[src/rtl/irq_unit_params.svh]
`ifndef IRQ_UNIT_PARAMS_SVH
`define IRQ_UNIT_PARAMS_SVH

// ==========================================================
// Register addresses and reset values
`define IRQ_ENABLE_BASIC_ADDR 8'ha8
`define IRQ_PRIORITY_BASIC_ADDR 8'hb8
`define IRQ_ENABLE_BASIC_RST 8'h00
`define IRQ_PRIORITY_BASIC_RST 8'h80

// ==========================================================
// Field positions
`define GLOBAL_IRQ_GATE_BIT 7
`define PRIORITY_UNUSED_BIT 7

// ==========================================================
// Sources and vectors
`define IRQ_NUM_SOURCES 17
`define IRQ_NUM_BASIC 7
`define IRQ_NUM_EXTENDED 10
`define IRQ_SRC_EXT_ZERO 5'h00
`define IRQ_SRC_TIMER_ZERO 5'h01
`define IRQ_SRC_EXT_ONE 5'h02
`define IRQ_SRC_TIMER_ONE 5'h03
`define IRQ_RESET_VECTOR 16'h0000
`define IRQ_VECTOR_BASE 16'h0003
`define IRQ_VECTOR_LAST 16'h0083

// ==========================================================
// Response timing in system clocks
`define IRQ_DETECT_CYCLES 1
`define IRQ_LONG_CALL_CYCLES 5
`define IRQ_BEST_RESPONSE_CYCLES 7
`define IRQ_WORST_RESPONSE_CYCLES 19
`define IRQ_DIVIDE_CYCLES 8

`endif

[src/rtl/irq_unit_pkg.sv]
`include "irq_unit_params.svh"

package irq_unit_pkg;

    typedef struct packed {
        logic [1:0] sync1;
        logic [1:0] sync2;
        logic [1:0] pin_prev;
        logic [1:0] ext_flag;
        logic [7:0] enable;
        logic [6:0] level;
        logic active_hi;
        logic active_lo;
        logic call_req;
        logic call_lvl;
        logic [4:0] call_idx;
        logic [15:0] call_vec;
        logic [1:0] tmr_clr;
        logic [7:0] rdata;
    } irq_state_t;

endpackage : irq_unit_pkg

[src/rtl/two_level_vectored_irq_unit.sv]
`timescale 1ns/100ps
`default_nettype none

`include "irq_unit_params.svh"

// Summary of operation
// - Flags are sampled and arbitration redone every system clock.
// - Best response: one detect, one instruction, five-clock long call.
// - Pending at return: one more instruction completes before the call.
// - Worst response nineteen clocks: detect, return, divide, long call.
// - Equal or higher active routine holds new requests until its return.
// - Reset vector 0x0000; seventeen sources at 0x0003 plus eight per index.
// - Vectoring clears only external 0/1 and timer 0/1 flags.
// - Global gate bit 7 overrides all masks.
// - Enable bits six to zero mask the seven basic sources.
// - Timer 2 mask gates both timer 2 overflow flags.
// - Priority bit 7 reads one, writes ignored.
// - Priority bits six to zero pick level per basic source.
// - External masks gate requests from active-low pins.
// - Flags set regardless of masks; stay pending while gated.
// - High preempts low; high never preempted; level then index.
// - Flag still set after return raises a new request at once.
module two_level_vectored_irq_unit
    import irq_unit_pkg::*;
#(
    parameter int NUM_EXT = `IRQ_NUM_EXTENDED
) (
    input wire logic core_clk,
    input wire logic rst_b,
    input wire logic [7:0] sfr_addr,
    input wire logic sfr_wr,
    input wire logic [7:0] sfr_wdata,
    input wire logic sfr_bit_wr,
    input wire logic [2:0] sfr_bit_sel,
    input wire logic sfr_bit_val,
    output logic [7:0] sfr_rdata,
    input wire logic ext_irq_pin_zero_n,
    input wire logic ext_irq_pin_one_n,
    input wire logic [1:0] ext_flag_sw_set,
    input wire logic [1:0] ext_flag_sw_clr,
    output logic [1:0] ext_flag,
    input wire logic timer_zero_flag,
    input wire logic timer_one_flag,
    output logic timer_zero_clr,
    output logic timer_one_clr,
    input wire logic uart_rx_flag,
    input wire logic uart_tx_flag,
    input wire logic timer_two_low_overflow,
    input wire logic timer_two_high_overflow,
    input wire logic [3:0] serial_periph_flags,
    input wire logic [NUM_EXT-1:0] ext_src_flags,
    input wire logic [NUM_EXT-1:0] ext_src_enable,
    input wire logic [NUM_EXT-1:0] ext_src_level,
    input wire logic insn_done,
    input wire logic return_from_interrupt_done,
    input wire logic call_ack,
    output logic call_req,
    output logic [15:0] call_vector,
    output logic call_level,
    output logic [4:0] call_index
);

    localparam int NSRC = `IRQ_NUM_BASIC + NUM_EXT;

    irq_state_t st_reg;
    irq_state_t st_next;

    // ==========================================================
    // Request vector, masks and levels
    logic [NSRC-1:0] src_req;
    logic [NSRC-1:0] src_gate;
    logic [NSRC-1:0] src_lvl;
    logic act_hi_next;
    logic act_lo_next;
    logic pick_valid;
    logic [4:0] pick_idx;
    logic pick_lvl;

    assign src_req = {ext_src_flags,
                      |serial_periph_flags,
                      timer_two_low_overflow | timer_two_high_overflow,
                      uart_rx_flag | uart_tx_flag,
                      timer_one_flag,
                      st_reg.ext_flag[1],
                      timer_zero_flag,
                      st_reg.ext_flag[0]};
    // Global gate over individual masks
    assign src_gate = {ext_src_enable, st_reg.enable[6:0]}
                      & {NSRC{st_reg.enable[`GLOBAL_IRQ_GATE_BIT]}};
    assign src_lvl = {ext_src_level, st_reg.level};

    // Active-level stack: call pushes, return pops the top level
    always_comb begin
        act_hi_next = st_reg.active_hi;
        act_lo_next = st_reg.active_lo;
        if (call_ack) begin
            act_hi_next = st_reg.active_hi | st_reg.call_lvl;
            act_lo_next = st_reg.active_lo | ~st_reg.call_lvl;
        end else if (return_from_interrupt_done) begin
            if (st_reg.active_hi) begin
                act_hi_next = 1'b0;
            end else begin
                act_lo_next = 1'b0;
            end
        end
    end

    irq_prio_pick #(
        .N(NSRC)
    ) u_pick (
        .req(src_req & src_gate),
        .lvl(src_lvl),
        .active_hi(act_hi_next),
        .active_lo(act_lo_next),
        .valid(pick_valid),
        .idx(pick_idx),
        .pick_lvl(pick_lvl)
    );

    // ==========================================================
    // Next-state logic
    logic [1:0] pin_fall;
    logic [1:0] ext_hw_clr;

    assign pin_fall = st_reg.pin_prev & ~st_reg.sync2;
    assign ext_hw_clr = {call_ack && st_reg.call_idx == `IRQ_SRC_EXT_ONE,
                         call_ack && st_reg.call_idx == `IRQ_SRC_EXT_ZERO};

    always_comb begin
        st_next = st_reg;
        st_next.sync1 = {ext_irq_pin_one_n, ext_irq_pin_zero_n};
        st_next.sync2 = st_reg.sync1;
        st_next.pin_prev = st_reg.sync2;
        // Set wins over any clear in the same cycle
        st_next.ext_flag = (st_reg.ext_flag & ~(ext_hw_clr | ext_flag_sw_clr))
                           | pin_fall | ext_flag_sw_set;
        if (sfr_wr && sfr_addr == `IRQ_ENABLE_BASIC_ADDR) begin
            st_next.enable = sfr_wdata;
        end
        if (sfr_bit_wr && sfr_addr == `IRQ_ENABLE_BASIC_ADDR) begin
            st_next.enable[sfr_bit_sel] = sfr_bit_val;
        end
        if (sfr_wr && sfr_addr == `IRQ_PRIORITY_BASIC_ADDR) begin
            st_next.level = sfr_wdata[6:0];
        end
        if (sfr_bit_wr && sfr_addr == `IRQ_PRIORITY_BASIC_ADDR
            && sfr_bit_sel != 3'(`PRIORITY_UNUSED_BIT)) begin
            st_next.level[sfr_bit_sel] = sfr_bit_val;
        end
        case (sfr_addr)
            `IRQ_ENABLE_BASIC_ADDR: st_next.rdata = st_reg.enable;
            `IRQ_PRIORITY_BASIC_ADDR: begin
                st_next.rdata = {1'b1, st_reg.level};
            end
            default: st_next.rdata = 8'h00;
        endcase
        st_next.active_hi = act_hi_next;
        st_next.active_lo = act_lo_next;
        // Decoded in the sampling cycle, presented the next clock
        st_next.call_req = pick_valid;
        if (pick_valid) begin
            st_next.call_idx = pick_idx;
            st_next.call_lvl = pick_lvl;
            st_next.call_vec = `IRQ_VECTOR_BASE
                               + {8'h00, pick_idx, 3'b000};
        end
        st_next.tmr_clr[1] = call_ack
                             && st_reg.call_idx == `IRQ_SRC_TIMER_ONE;
        st_next.tmr_clr[0] = call_ack
                             && st_reg.call_idx == `IRQ_SRC_TIMER_ZERO;
    end

    // ==========================================================
    // State register
    always_ff @(posedge core_clk or negedge rst_b) begin
        if (!rst_b) begin
            st_reg.sync1 <= 2'h3;
            st_reg.sync2 <= 2'h3;
            st_reg.pin_prev <= 2'h3;
            st_reg.ext_flag <= 2'h0;
            st_reg.enable <= `IRQ_ENABLE_BASIC_RST;
            st_reg.level <= 7'(`IRQ_PRIORITY_BASIC_RST);
            st_reg.active_hi <= 1'b0;
            st_reg.active_lo <= 1'b0;
            st_reg.call_req <= 1'b0;
            st_reg.call_lvl <= 1'b0;
            st_reg.call_idx <= 5'h00;
            st_reg.call_vec <= `IRQ_RESET_VECTOR;
            st_reg.tmr_clr <= 2'h0;
            st_reg.rdata <= 8'h00;
        end else begin
            st_reg <= st_next;
        end
    end

    assign sfr_rdata = st_reg.rdata;
    assign ext_flag = st_reg.ext_flag;
    assign timer_zero_clr = st_reg.tmr_clr[0];
    assign timer_one_clr = st_reg.tmr_clr[1];
    assign call_req = st_reg.call_req;
    assign call_vector = st_reg.call_vec;
    assign call_level = st_reg.call_lvl;
    assign call_index = st_reg.call_idx;

    // ==========================================================
    // Checks
    AST_SAMPLE_ONE_CLOCK: assert property (
        @(posedge core_clk) disable iff (!rst_b)
        (st_reg.enable[7] && st_reg.enable[1] && timer_zero_flag
         && !st_reg.active_hi && !st_reg.active_lo && !call_ack && !return_from_interrupt_done)
        |=> call_req)
        else $error("Enabled request not presented after one clock");

    AST_GLOBAL_GATE: assert property (
        @(posedge core_clk) disable iff (!rst_b)
        !st_reg.enable[7] |=> !call_req)
        else $error("Request raised while globally gated");

    AST_HIGH_NOT_PREEMPTED: assert property (
        @(posedge core_clk) disable iff (!rst_b)
        (st_reg.active_hi && !return_from_interrupt_done) |=> !call_req)
        else $error("High-level routine preempted");

    AST_LOW_ONLY_BY_HIGH: assert property (
        @(posedge core_clk) disable iff (!rst_b)
        (st_reg.active_lo && !return_from_interrupt_done && !call_ack)
        |=> (!call_req || call_level))
        else $error("Equal level request taken during low routine");

    AST_VECTOR_MAP: assert property (
        @(posedge core_clk) disable iff (!rst_b)
        call_req |-> (call_vector == 16'h0003 + {8'h00, call_index, 3'b000}
                      && call_vector <= 16'h0083))
        else $error("Vector does not match source index");

    AST_TIMER_CLEAR: assert property (
        @(posedge core_clk) disable iff (!rst_b)
        (call_ack && call_index == 5'h01)
        |=> (timer_zero_clr && !timer_one_clr) ##1 !timer_zero_clr)
        else $error("Timer 0 flag not cleared on vectoring");

    AST_NO_SOFT_CLEAR: assert property (
        @(posedge core_clk) disable iff (!rst_b)
        (call_ack && call_index > 5'h03)
        |=> (!timer_zero_clr && !timer_one_clr))
        else $error("Hardware cleared a software-cleared flag");

    AST_PIN_SETS_FLAG: assert property (
        @(posedge core_clk) disable iff (!rst_b)
        $fell(st_reg.sync2[0]) |=> ext_flag[0])
        else $error("Pin edge did not set external flag");

    AST_PRIORITY_TOP_READ: assert property (
        @(posedge core_clk) disable iff (!rst_b)
        $past(sfr_addr) == `IRQ_PRIORITY_BASIC_ADDR |-> sfr_rdata[7])
        else $error("Priority top bit not read as one");

endmodule : two_level_vectored_irq_unit

`default_nettype wire

[src/rtl/irq_prio_pick.sv]
`timescale 1ns/100ps
`default_nettype none

module irq_prio_pick #(
    parameter int N = 17
) (
    input wire logic [N-1:0] req,
    input wire logic [N-1:0] lvl,
    input wire logic active_hi,
    input wire logic active_lo,
    output logic valid,
    output logic [4:0] idx,
    output logic pick_lvl
);

    // Lowest index wins inside one level
    function automatic logic [4:0] lowest(input logic [N-1:0] v);
        logic [4:0] r;
        r = 5'h00;
        for (int i = N - 1; i >= 0; i--) begin
            if (v[i]) begin
                r = 5'(i);
            end
        end
        return r;
    endfunction : lowest

    logic [N-1:0] hi_req;
    logic [N-1:0] lo_req;

    assign hi_req = req & lvl;
    assign lo_req = req & ~lvl;

    always_comb begin
        valid = 1'b0;
        idx = 5'h00;
        pick_lvl = 1'b0;
        if ((|hi_req) && !active_hi) begin
            valid = 1'b1;
            idx = lowest(hi_req);
            pick_lvl = 1'b1;
        end else if ((|lo_req) && !active_hi && !active_lo) begin
            valid = 1'b1;
            idx = lowest(lo_req);
        end
    end

endmodule : irq_prio_pick

`default_nettype wire

[config.mk]
export PLATFORM = sky130hd
export DESIGN_NAME = two_level_vectored_irq_unit
export DESIGN_NICKNAME = d
export VERILOG_FILES = /design/src/rtl/irq_unit_pkg.sv /design/src/rtl/two_level_vectored_irq_unit.sv /design/src/rtl/irq_prio_pick.sv
export VERILOG_INCLUDE_DIRS = /design/src /design/src/rtl
export SDC_FILE = /design/constraint.sdc
export NUM_CORES = 1
export LEC_CHECK = 0
export ABC_AREA = 1
export BUFFER_PORTS_ARGS = -buffer_cell sky130_fd_sc_hd__buf_2
export CORE_UTILIZATION = 54
export CTS_CLUSTER_SIZE = 30
export DETAILED_ROUTE_END_ITERATION = 16
export GPL_TIMING_DRIVEN = 0
export PLACE_DENSITY = 0.87
export SETUP_SLACK_MARGIN = 0.2
export SLEW_MARGIN = 20
export SYNTH_ARGS = -nofsm -noshare
export SYNTH_HDL_FRONTEND = slang
export SYNTH_SLANG_ARGS = --single-unit
[constraint.sdc]
create_clock -name core_clk -period 2.5 [get_ports core_clk]
set_input_delay 0.375 -clock core_clk [delete_from_list [all_inputs] [get_ports core_clk]]
set_output_delay 0.375 -clock core_clk [all_outputs]
set_load 0.01 [all_outputs]
## Word-level counts from Yosys, hierarchy flattened

Index checks and enable logic that the tools add are counted.
W data, S select, Z words.

- Flip-flop bits (word level): 58
- Bits in latches: 0
- Memory bits (writable): 0
- ROM bits: 0
- Input port bits: 73
- Output and inout bits: 35
- Word-level logic and storage cells: 112
- Memories: 0

- $add $sub $neg: 1
- Multiply operators: 0
- Divide/modulo/power cells: 0
- Order comparisons: 2
- Eq/ne operators: 6
- Shifts and indexed selects: 0
- Multiplexer cells: 53
- Bitwise gates (word level): 17
- Reductions and logical operators: 19

Operator list:

| cell | count |
|---|---|
| $mux W5 | 36 |
| $and A17 B17 Y17 | 4 |
| $reduce_or A17 Y1 | 2 |
| $not A17 Y17 | 1 |
| $eq A8 B8 Y1 const B | 2 |
| $mux W8 | 2 |
| $pmux W8 S2 | 1 |
| $mux W7 | 2 |
| $logic_and A1 B1 Y1 | 13 |
| $eq A5 B2 Y1 const B | 2 |
| $add A2 B8 Y9 const A | 1 |
| $mux W1 | 9 |
| $bwmux W8 | 1 |
| $bwmux W7 | 1 |
| $or A2 B2 Y2 | 3 |
| $eq A5 B1 Y1 const B | 1 |
| $logic_not A5 Y1 | 1 |
| $and A2 B2 Y2 | 2 |
| $lt A3 B4 Y1 const B | 1 |
| $not A2 Y2 | 2 |
| $or A1 B1 Y1 | 4 |
| $reduce_or A4 Y1 | 1 |
| $demux W1 S3 | 1 |
| $ge A3 B1 Y1 const B | 1 |
| other kinds (3) | 4 |

## Longest topological paths before layout

Gate-level depths: netlist of run 1.

- Depth after elaboration: 23
- Mapped depth: 19

## Cells and area by module

Synthesis of run 1 repeated with hierarchy kept, for this count alone.

- Cell total of the unflattened synthesis: 457
- Area total of the unflattened synthesis: 3235.6 µm²

By module, submodules not included:

| module | times used | cells an instance | area an instance (µm²) |
|---|---|---|---|
| two_level_vectored_irq_unit | 1 | 312 | 2533.7 |
| irq_prio_pick | 1 | 145 | 701.9 |

## Worst setup path after synthesis of run 1

No wires, ideal clock.

- Kind: register to register
- Start point: register st_reg[49] (netlist name)
- End point: register st_reg, in the netlist call_index[3]
- Library setup time: 137 ps
- Data arrival time: 1544 ps
- Slack: 819 ps
- Stages on the path, launching flop included: 15
- Clock period less this slack: 1681 ps
- Path through: dfrtp_1 > buf_6 > buf_6 > nand4_2 > nand2_1 > nor2_1 > inv_2 > nor2_2 > nand3b_1 > nand3_2 > inv_2 > nand2_2 > nor2_1 > nand2_1 > o221ai_1

- Cells in the longest elaborated chain, start to end: 21
- Elaborated cells on any way between the ends: 45
- Classes of those cells: 36 x mux; 4 x bitwise; 5 x reduce/logical

RTL lines:

| element | RTL line | text |
|---|---|---|
| start, declared | two_level_vectored_irq_unit.sv:65 | `irq_state_t st_reg;` |
| start signal, assigned | two_level_vectored_irq_unit.sv:192 | `st_reg <= st_next;` |
| $and A17 B17 Y17 * | two_level_vectored_irq_unit.sv:88 | `assign src_gate = {ext_src_enable, st_reg.enable[6:0]}` |
| $and A17 B17 Y17 * | two_level_vectored_irq_unit.sv:111 | `.req(src_req & src_gate),` |
| $and A17 B17 Y17 | irq_prio_pick.sv:32 | `assign lo_req = req & ~lvl;` |
| $mux W5 (16 in a row) | irq_prio_pick.sv:21 | `if (v[i]) begin` |
| $mux W5 | irq_prio_pick.sv:42 | `end else if ((\|lo_req) && !active_hi && !active_lo) begin` |
| $mux W5 | irq_prio_pick.sv:38 | `if ((\|hi_req) && !active_hi) begin` |

Every way passes the cells marked *; elsewhere a longest branch is shown, timed or not.
A chain may end at the register's enable or synchronous reset.

## Final worst setup path of run 1

Ends and elaborated chain as after synthesis.

==> results of run 1 <==
area by class of cell:
type	instances	area (um2)	area share
multi-input combinational	260	1323	0.3680
sequential	43	1084	0.3015
buffer	36	267.8	0.07451
clock buffer	7	86.33	0.02403
timing repair buffer	97	485.5	0.1351
tap	70	87.58	0.02437
inverter	67	251.5	0.06999
clock inverter	1	8.758	0.002437
power by group:
part | switching [mW] | leakage (nW) | internal, mW | total, mW
Combinational | 0.293 | 1.47 | 0.270 | 0.563
Sequential | 0.0596 | 0.496 | 0.775 | 0.835
Clock | 0.234 | 0.0489 | 0.228 | 0.462
layout by cell type (no fill, tap or decap), types with 10 or more instances in the layout:
cell	synthesis	final
nand4_1	20	20
nand3_1	17	17
o21ai_0	18	18
inv_1	62	62
nor2_1	34	34
o211ai_1	10	10
buf_4	31	31
o22ai_1	11	11
nand2_1	85	85
buf_2	1	98
dfrtp_1	37	37
nor3_1	12	12
metal layers:
layer  track usage  wire, um  share of wire
met3       0.05087       415          0.061
met5             0         0              0
met1        0.3105      2759           0.40
met2        0.4555      3584           0.52
met4       0.06379        72          0.011
kinds of logic after synthesis:
kind of cell | after synthesis | synth area share
buffers and inverters | 103 | 0.1793
other | 1 | 0.001295
AOI/OAI and AO/OA | 56 | 0.1180
DFF | 43 | 0.3742
and+or+nand+nor | 195 | 0.3271
final timing paths:
path                            slack [ps]                from  cells after the start       endpoint
worst max-delay path                   490          st_reg[49]                     13  call_index[3]
worst min-delay path                   160  ext_irq_pin_zero_n                      1    st_next[54]
worst max register to register         490          st_reg[49]                     13  call_index[3]
worst min register to register         360         st_next[55]                      0    st_next[53]
max in group asynchronous             1730               rst_b                      1     call_level
min in group asynchronous              200               rst_b                      1   sfr_rdata[7]
==> impl_metrics.tcl, run 1 <==
set metrics [dict create \
    place.gp.congestion 0.8847 \
    end_kind "register" \
    grt_pass1_wl_mm 10.78 \
    finalNetCount 583 \
    hold_buffers 0 \
    crit_chain "buf_6 -> nand3_2 -> nor2_1 -> nor2_1 -> nand2_1 -> nor3_2 -> nand3b_1 -> nand3_2 -> inv_2 -> nand2_2 -> nor2_1 -> nand2_1 -> o221ai_1" \
    tns_ps 0 \
    viasPerCell 5.065 \
    core-area_um2 5140 \
    finalCritPeriodShare 0.8039 \
    antenna_found_initial 0 \
    total_power_mw 1.860 \
    cts_num_sinks 43 \
    drt-pass1-iter-count 5 \
    synth.distinct_cells 36 \
    path_clk_slew_ps 80 \
    tightest_slew_ps 913.0 \
    grt_overflow 0 \
    cts_tree "yes" \
    htreeDepth 2 \
    maxCapViolations 0 \
    final_area_um2 3593 \
    cp.arrival_ps 2180 \
    synth-seq-area-share 0.3742 \
    finalHoldViolCount 0 \
    rows 26 \
    startpoint_type "register" \
    timing.hold.ws_ps 160.3 \
    grt_usage 0.2527 \
    die_y_um 75.23 \
    place_area_um2 3498 \
    yosysMostFrequentCell "nand2_1" \
    drt.antenna.violating_nets 0 \
    die_w_um 75.23 \
    synth_area_um2 2895 \
    largest_reg_flops 12 \
    drc 0 \
    cp.required_ps 2670 \
    critPathBufInv 2 \
    port_buffers 97 \
    final_max_slew_viol_count 0 \
    dpl.hpwl_mm 5.671 \
    rsz0062_at_grt "no" \
    postLayoutSetupSlackWorst_ps 490.2 \
    yosysTopAreaCell "dfrtp_1" \
    dp_cells 573 \
    grt_max_degree 44 \
    finClkSkew_ps 11.92 \
    ir_worst_vdd_mv 0.3146 \
    ys_ff_latch 43 \
    hold_class "in -> reg" \
    path_delay_family "simple AND/OR/NAND/NOR gates" \
    final_util 0.6991 \
    cpMaxStageDelayCell "dfrtp_1" \
    synth_edf_count 0 \
    clockBufferDepth 2 \
    synth_cells 398 \
    io_pins 108 \
    drive_gt1_frac 0.3346 \
    num-fill-cells 470 \
    stdcell_count 581 \
    synthTopCellsByArea "dfrtp_1 (32%), nand2_1 (11%), buf_4 (8.0%), inv_1 (8.0%), dfstp_2 (5.4%)" \
    synthDominantCellAreaShare 0.3198 \
    die_area_um2 5659 \
    dp_slack_ps 409.4 \
    timing.critical_path.mode_cell "nor2_1" \
    synth_common_cells "nand2_1 (85), inv_1 (62), dfrtp_1 (37)" \
    run_status "completed" \
    clkLatencyLatePin_ps 310 \
    start_util 0.5633 \
    syn_area_per_cell_um2 7.275 \
    cpPeakStageDelay_ps 430 \
    cts_resized 0 \
    setup_viol 0 \
    antenna_cells 0 \
    via_count 2943 \
    post_cts_buffers 0 \
    syn2layout_area_growth_pct 24.11 \
    dr.first_iter.drc_count 125 \
    critical_path_class "reg -> reg" \
    synth_warnings 0 \
    slew_headroom 0.3913 \
    p_per_area_nw_per_um2 517.5 \
    cts_buffers 5 \
    wl_per_cell_um 11.76 \
    synthFlopType "dfrtp_1" \
    synth-async-reset-ratio 1.000 \
    p_leak_nw 2.018 \
    fmax_mhz 497.6 \
    finalCriticalPeriod_ps 2010 \
    drt-total-wl_mm 6.831 \
    critical_path_peak_fanout 10 \
    cts-root-buf "clkbuf_8" \
    first_global_vias 2524 \
]
No activity file was read; power rests on OpenSTA's default activity.
==> run 2, diff against run 1 <==
Settings changed: CORE_UTILIZATION 54 to 50, PLACE_DENSITY 0.87 to 0.81.
Clock period 2.5 ns to 2.1 ns, I/O delays scaled along.
==> run 2 against run 1 <==
- clock skew down 6.1 ps
- utilization down 1.4 points
- total power grew 28%
- critical path depth increased by 1
- critical path type unchanged
- largest cell class unchanged
- largest power group unchanged
==> impl_metrics.tcl, run 2 (synthesis gave the netlist of run 1 again) <==
set metrics [dict create \
    core-area_um2 5540 \
    tightest_slew_ps 916.0 \
    p_per_area_nw_per_um2 627.9 \
    hold_class "in -> reg" \
    grt_pass1_wl_mm 11.55 \
    grt_max_degree 44 \
    finalCritPeriodShare 0.9295 \
    tns_ps 0 \
    clkLatencyLatePin_ps 300 \
    final_util 0.6847 \
    cts_num_sinks 43 \
    cts-root-buf "clkbuf_8" \
    die_w_um 78.10 \
    multi_input_comb_area_um2 1379 \
    top_usage_layer "met2" \
    rows 27 \
    grt_overflow 0 \
    cp.required_ps 2280 \
    slew_headroom 0.3893 \
    htreeDepth 2 \
    clockBufferDepth 2 \
    viasPerCell 4.992 \
    finalHoldViolCount 0 \
    via_count 2970 \
    finalCriticalPeriod_ps 1952 \
    drt-pass1-iter-count 4 \
    antenna_cells 0 \
    first_global_vias 2745 \
    path_clk_slew_ps 90 \
    fmax_mhz 512.3 \
    grt_usage 0.2355 \
    drt.antenna.violating_nets 0 \
    cts_tree "yes" \
    rsz0062_at_grt "yes" \
    antenna_found_initial 0 \
    total_power_mw 2.382 \
    port_buffers 97 \
    num-fill-cells 477 \
    use_met2 0.4202 \
    layout_common_cells "buf_2 (97), nand2_1 (81), inv_1 (62)" \
    regArea_um2 1085 \
    hold_buffers 0 \
    maxCapViolations 0 \
    dpl.hpwl_mm 5.725 \
    critical_path_class "reg -> reg" \
    startpoint_type "register" \
    p_leak_nw 2.094 \
    cts_buffers 5 \
    final_common_cell "buf_2" \
    use_met1 0.2833 \
    io_pins 108 \
    critical_path_peak_fanout 10 \
    drt-total-wl_mm 7.241 \
    wl_per_cell_um 12.17 \
    finalNetCount 595 \
    cp.arrival_ps 2130 \
    use_met3 0.04070 \
    drc 0 \
    final_max_slew_viol_count 0 \
    ir_worst_vdd_mv 0.3890 \
    setup_viol 0 \
    die_y_um 78.10 \
    run_status "completed" \
    largest_reg_flops 12 \
    place.gp.congestion 0.8913 \
    end_kind "register" \
    finClkSkew_ps 5.791 \
    syn2layout_area_growth_pct 31.03 \
    start_util 0.5226 \
    die_area_um2 6099 \
    dr.first_iter.drc_count 138 \
    drive_gt1_frac 0.3728 \
]
## run 2: cell count changes in the layout (fill, tap and decap cells not counted), sizes merged
| cell | previous run | this run |
|---|---|---|
| bufinv | 0 | 1 |
| clkinvlp | 0 | 1 |
| buf | 131 | 142 |
| clkbuf | 9 | 8 |
## run 2: path summary, 6_finish.rpt
kind | from | endpoint | slack (ps) | cells after the start
worst min register to register | st_next[55] | st_next[53] | 360 | 0
worst min-delay path | ext_irq_pin_zero_n | st_next[54] | 110 | 1
min in group asynchronous | rst_b | timer_zero_clr | 140 | 1
worst max-delay path | st_reg[49] | call_index[3] | 150 | 14
max in group asynchronous | rst_b | st_reg[49] | 1330 | 1
worst max register to register | st_reg[49] | call_index[3] | 150 | 14
## run 2: layout make-up
cell class | count | area share
well taps | 72 | 0.02375
flip-flops and latches | 43 | 0.2859
multi-input cells | 260 | 0.3635
clock buffers | 5 | 0.01814
inverters | 67 | 0.06695
clock inverters | 3 | 0.01220
plain buffers | 36 | 0.07322
repair buffers | 109 | 0.1563
## run 2: worst max-delay path, cell delays in order (launching register included)
cell and delay, ps:
dfrtp_2 480, buf_8 160, buf_6 150, nand4_4 90, nand2_1 70, nor2_2 120
inv_2 70, nor2_4 130, nand3b_1 110, nand3_2 110, inv_2 60, nand2_2 80
nor2_1 40, nand2_1 50, o221ai_1 90
## run 2: report_power, final
part | internal (mW) | switching, mW | leakage (nW)
logic | 0.364 | 0.368 | 1.55
registers | 0.922 | 0.0714 | 0.495
clock network | 0.358 | 0.298 | 0.0548
## run 2: layer usage
| layer | routed length (um) | vias to the layer above |
|---|---|---|
| li1 | - | 1510 |
| met1 | 3046 | 1362 |
| met2 | 3732 | 84 |
| met3 | 349 | 14 |
| met4 | 112 | 0 |
| met5 | 0 | - |
## run 2: through the flow
stage	area [um2]	setup WS (ps)	cells	hold WS, ps
after floorplan	2925	419.1	406	19.41
final	3794	148.0	595	105.6
after global placement	3501	73.66	575	345.8
after global routing	3794	32.59	595	91.11
after CTS	3623	203.1	584	102.1
after detailed placement	3501	48.29	575	354.5
## run 2: timing repair
item,4_1_cts,5_1_grt
pin swaps,1,19
setup buffers,1,10
cloned,0,1
resized for setup,0,21
hold endpoints to repair,0,0
setup endpoints to repair,1,6
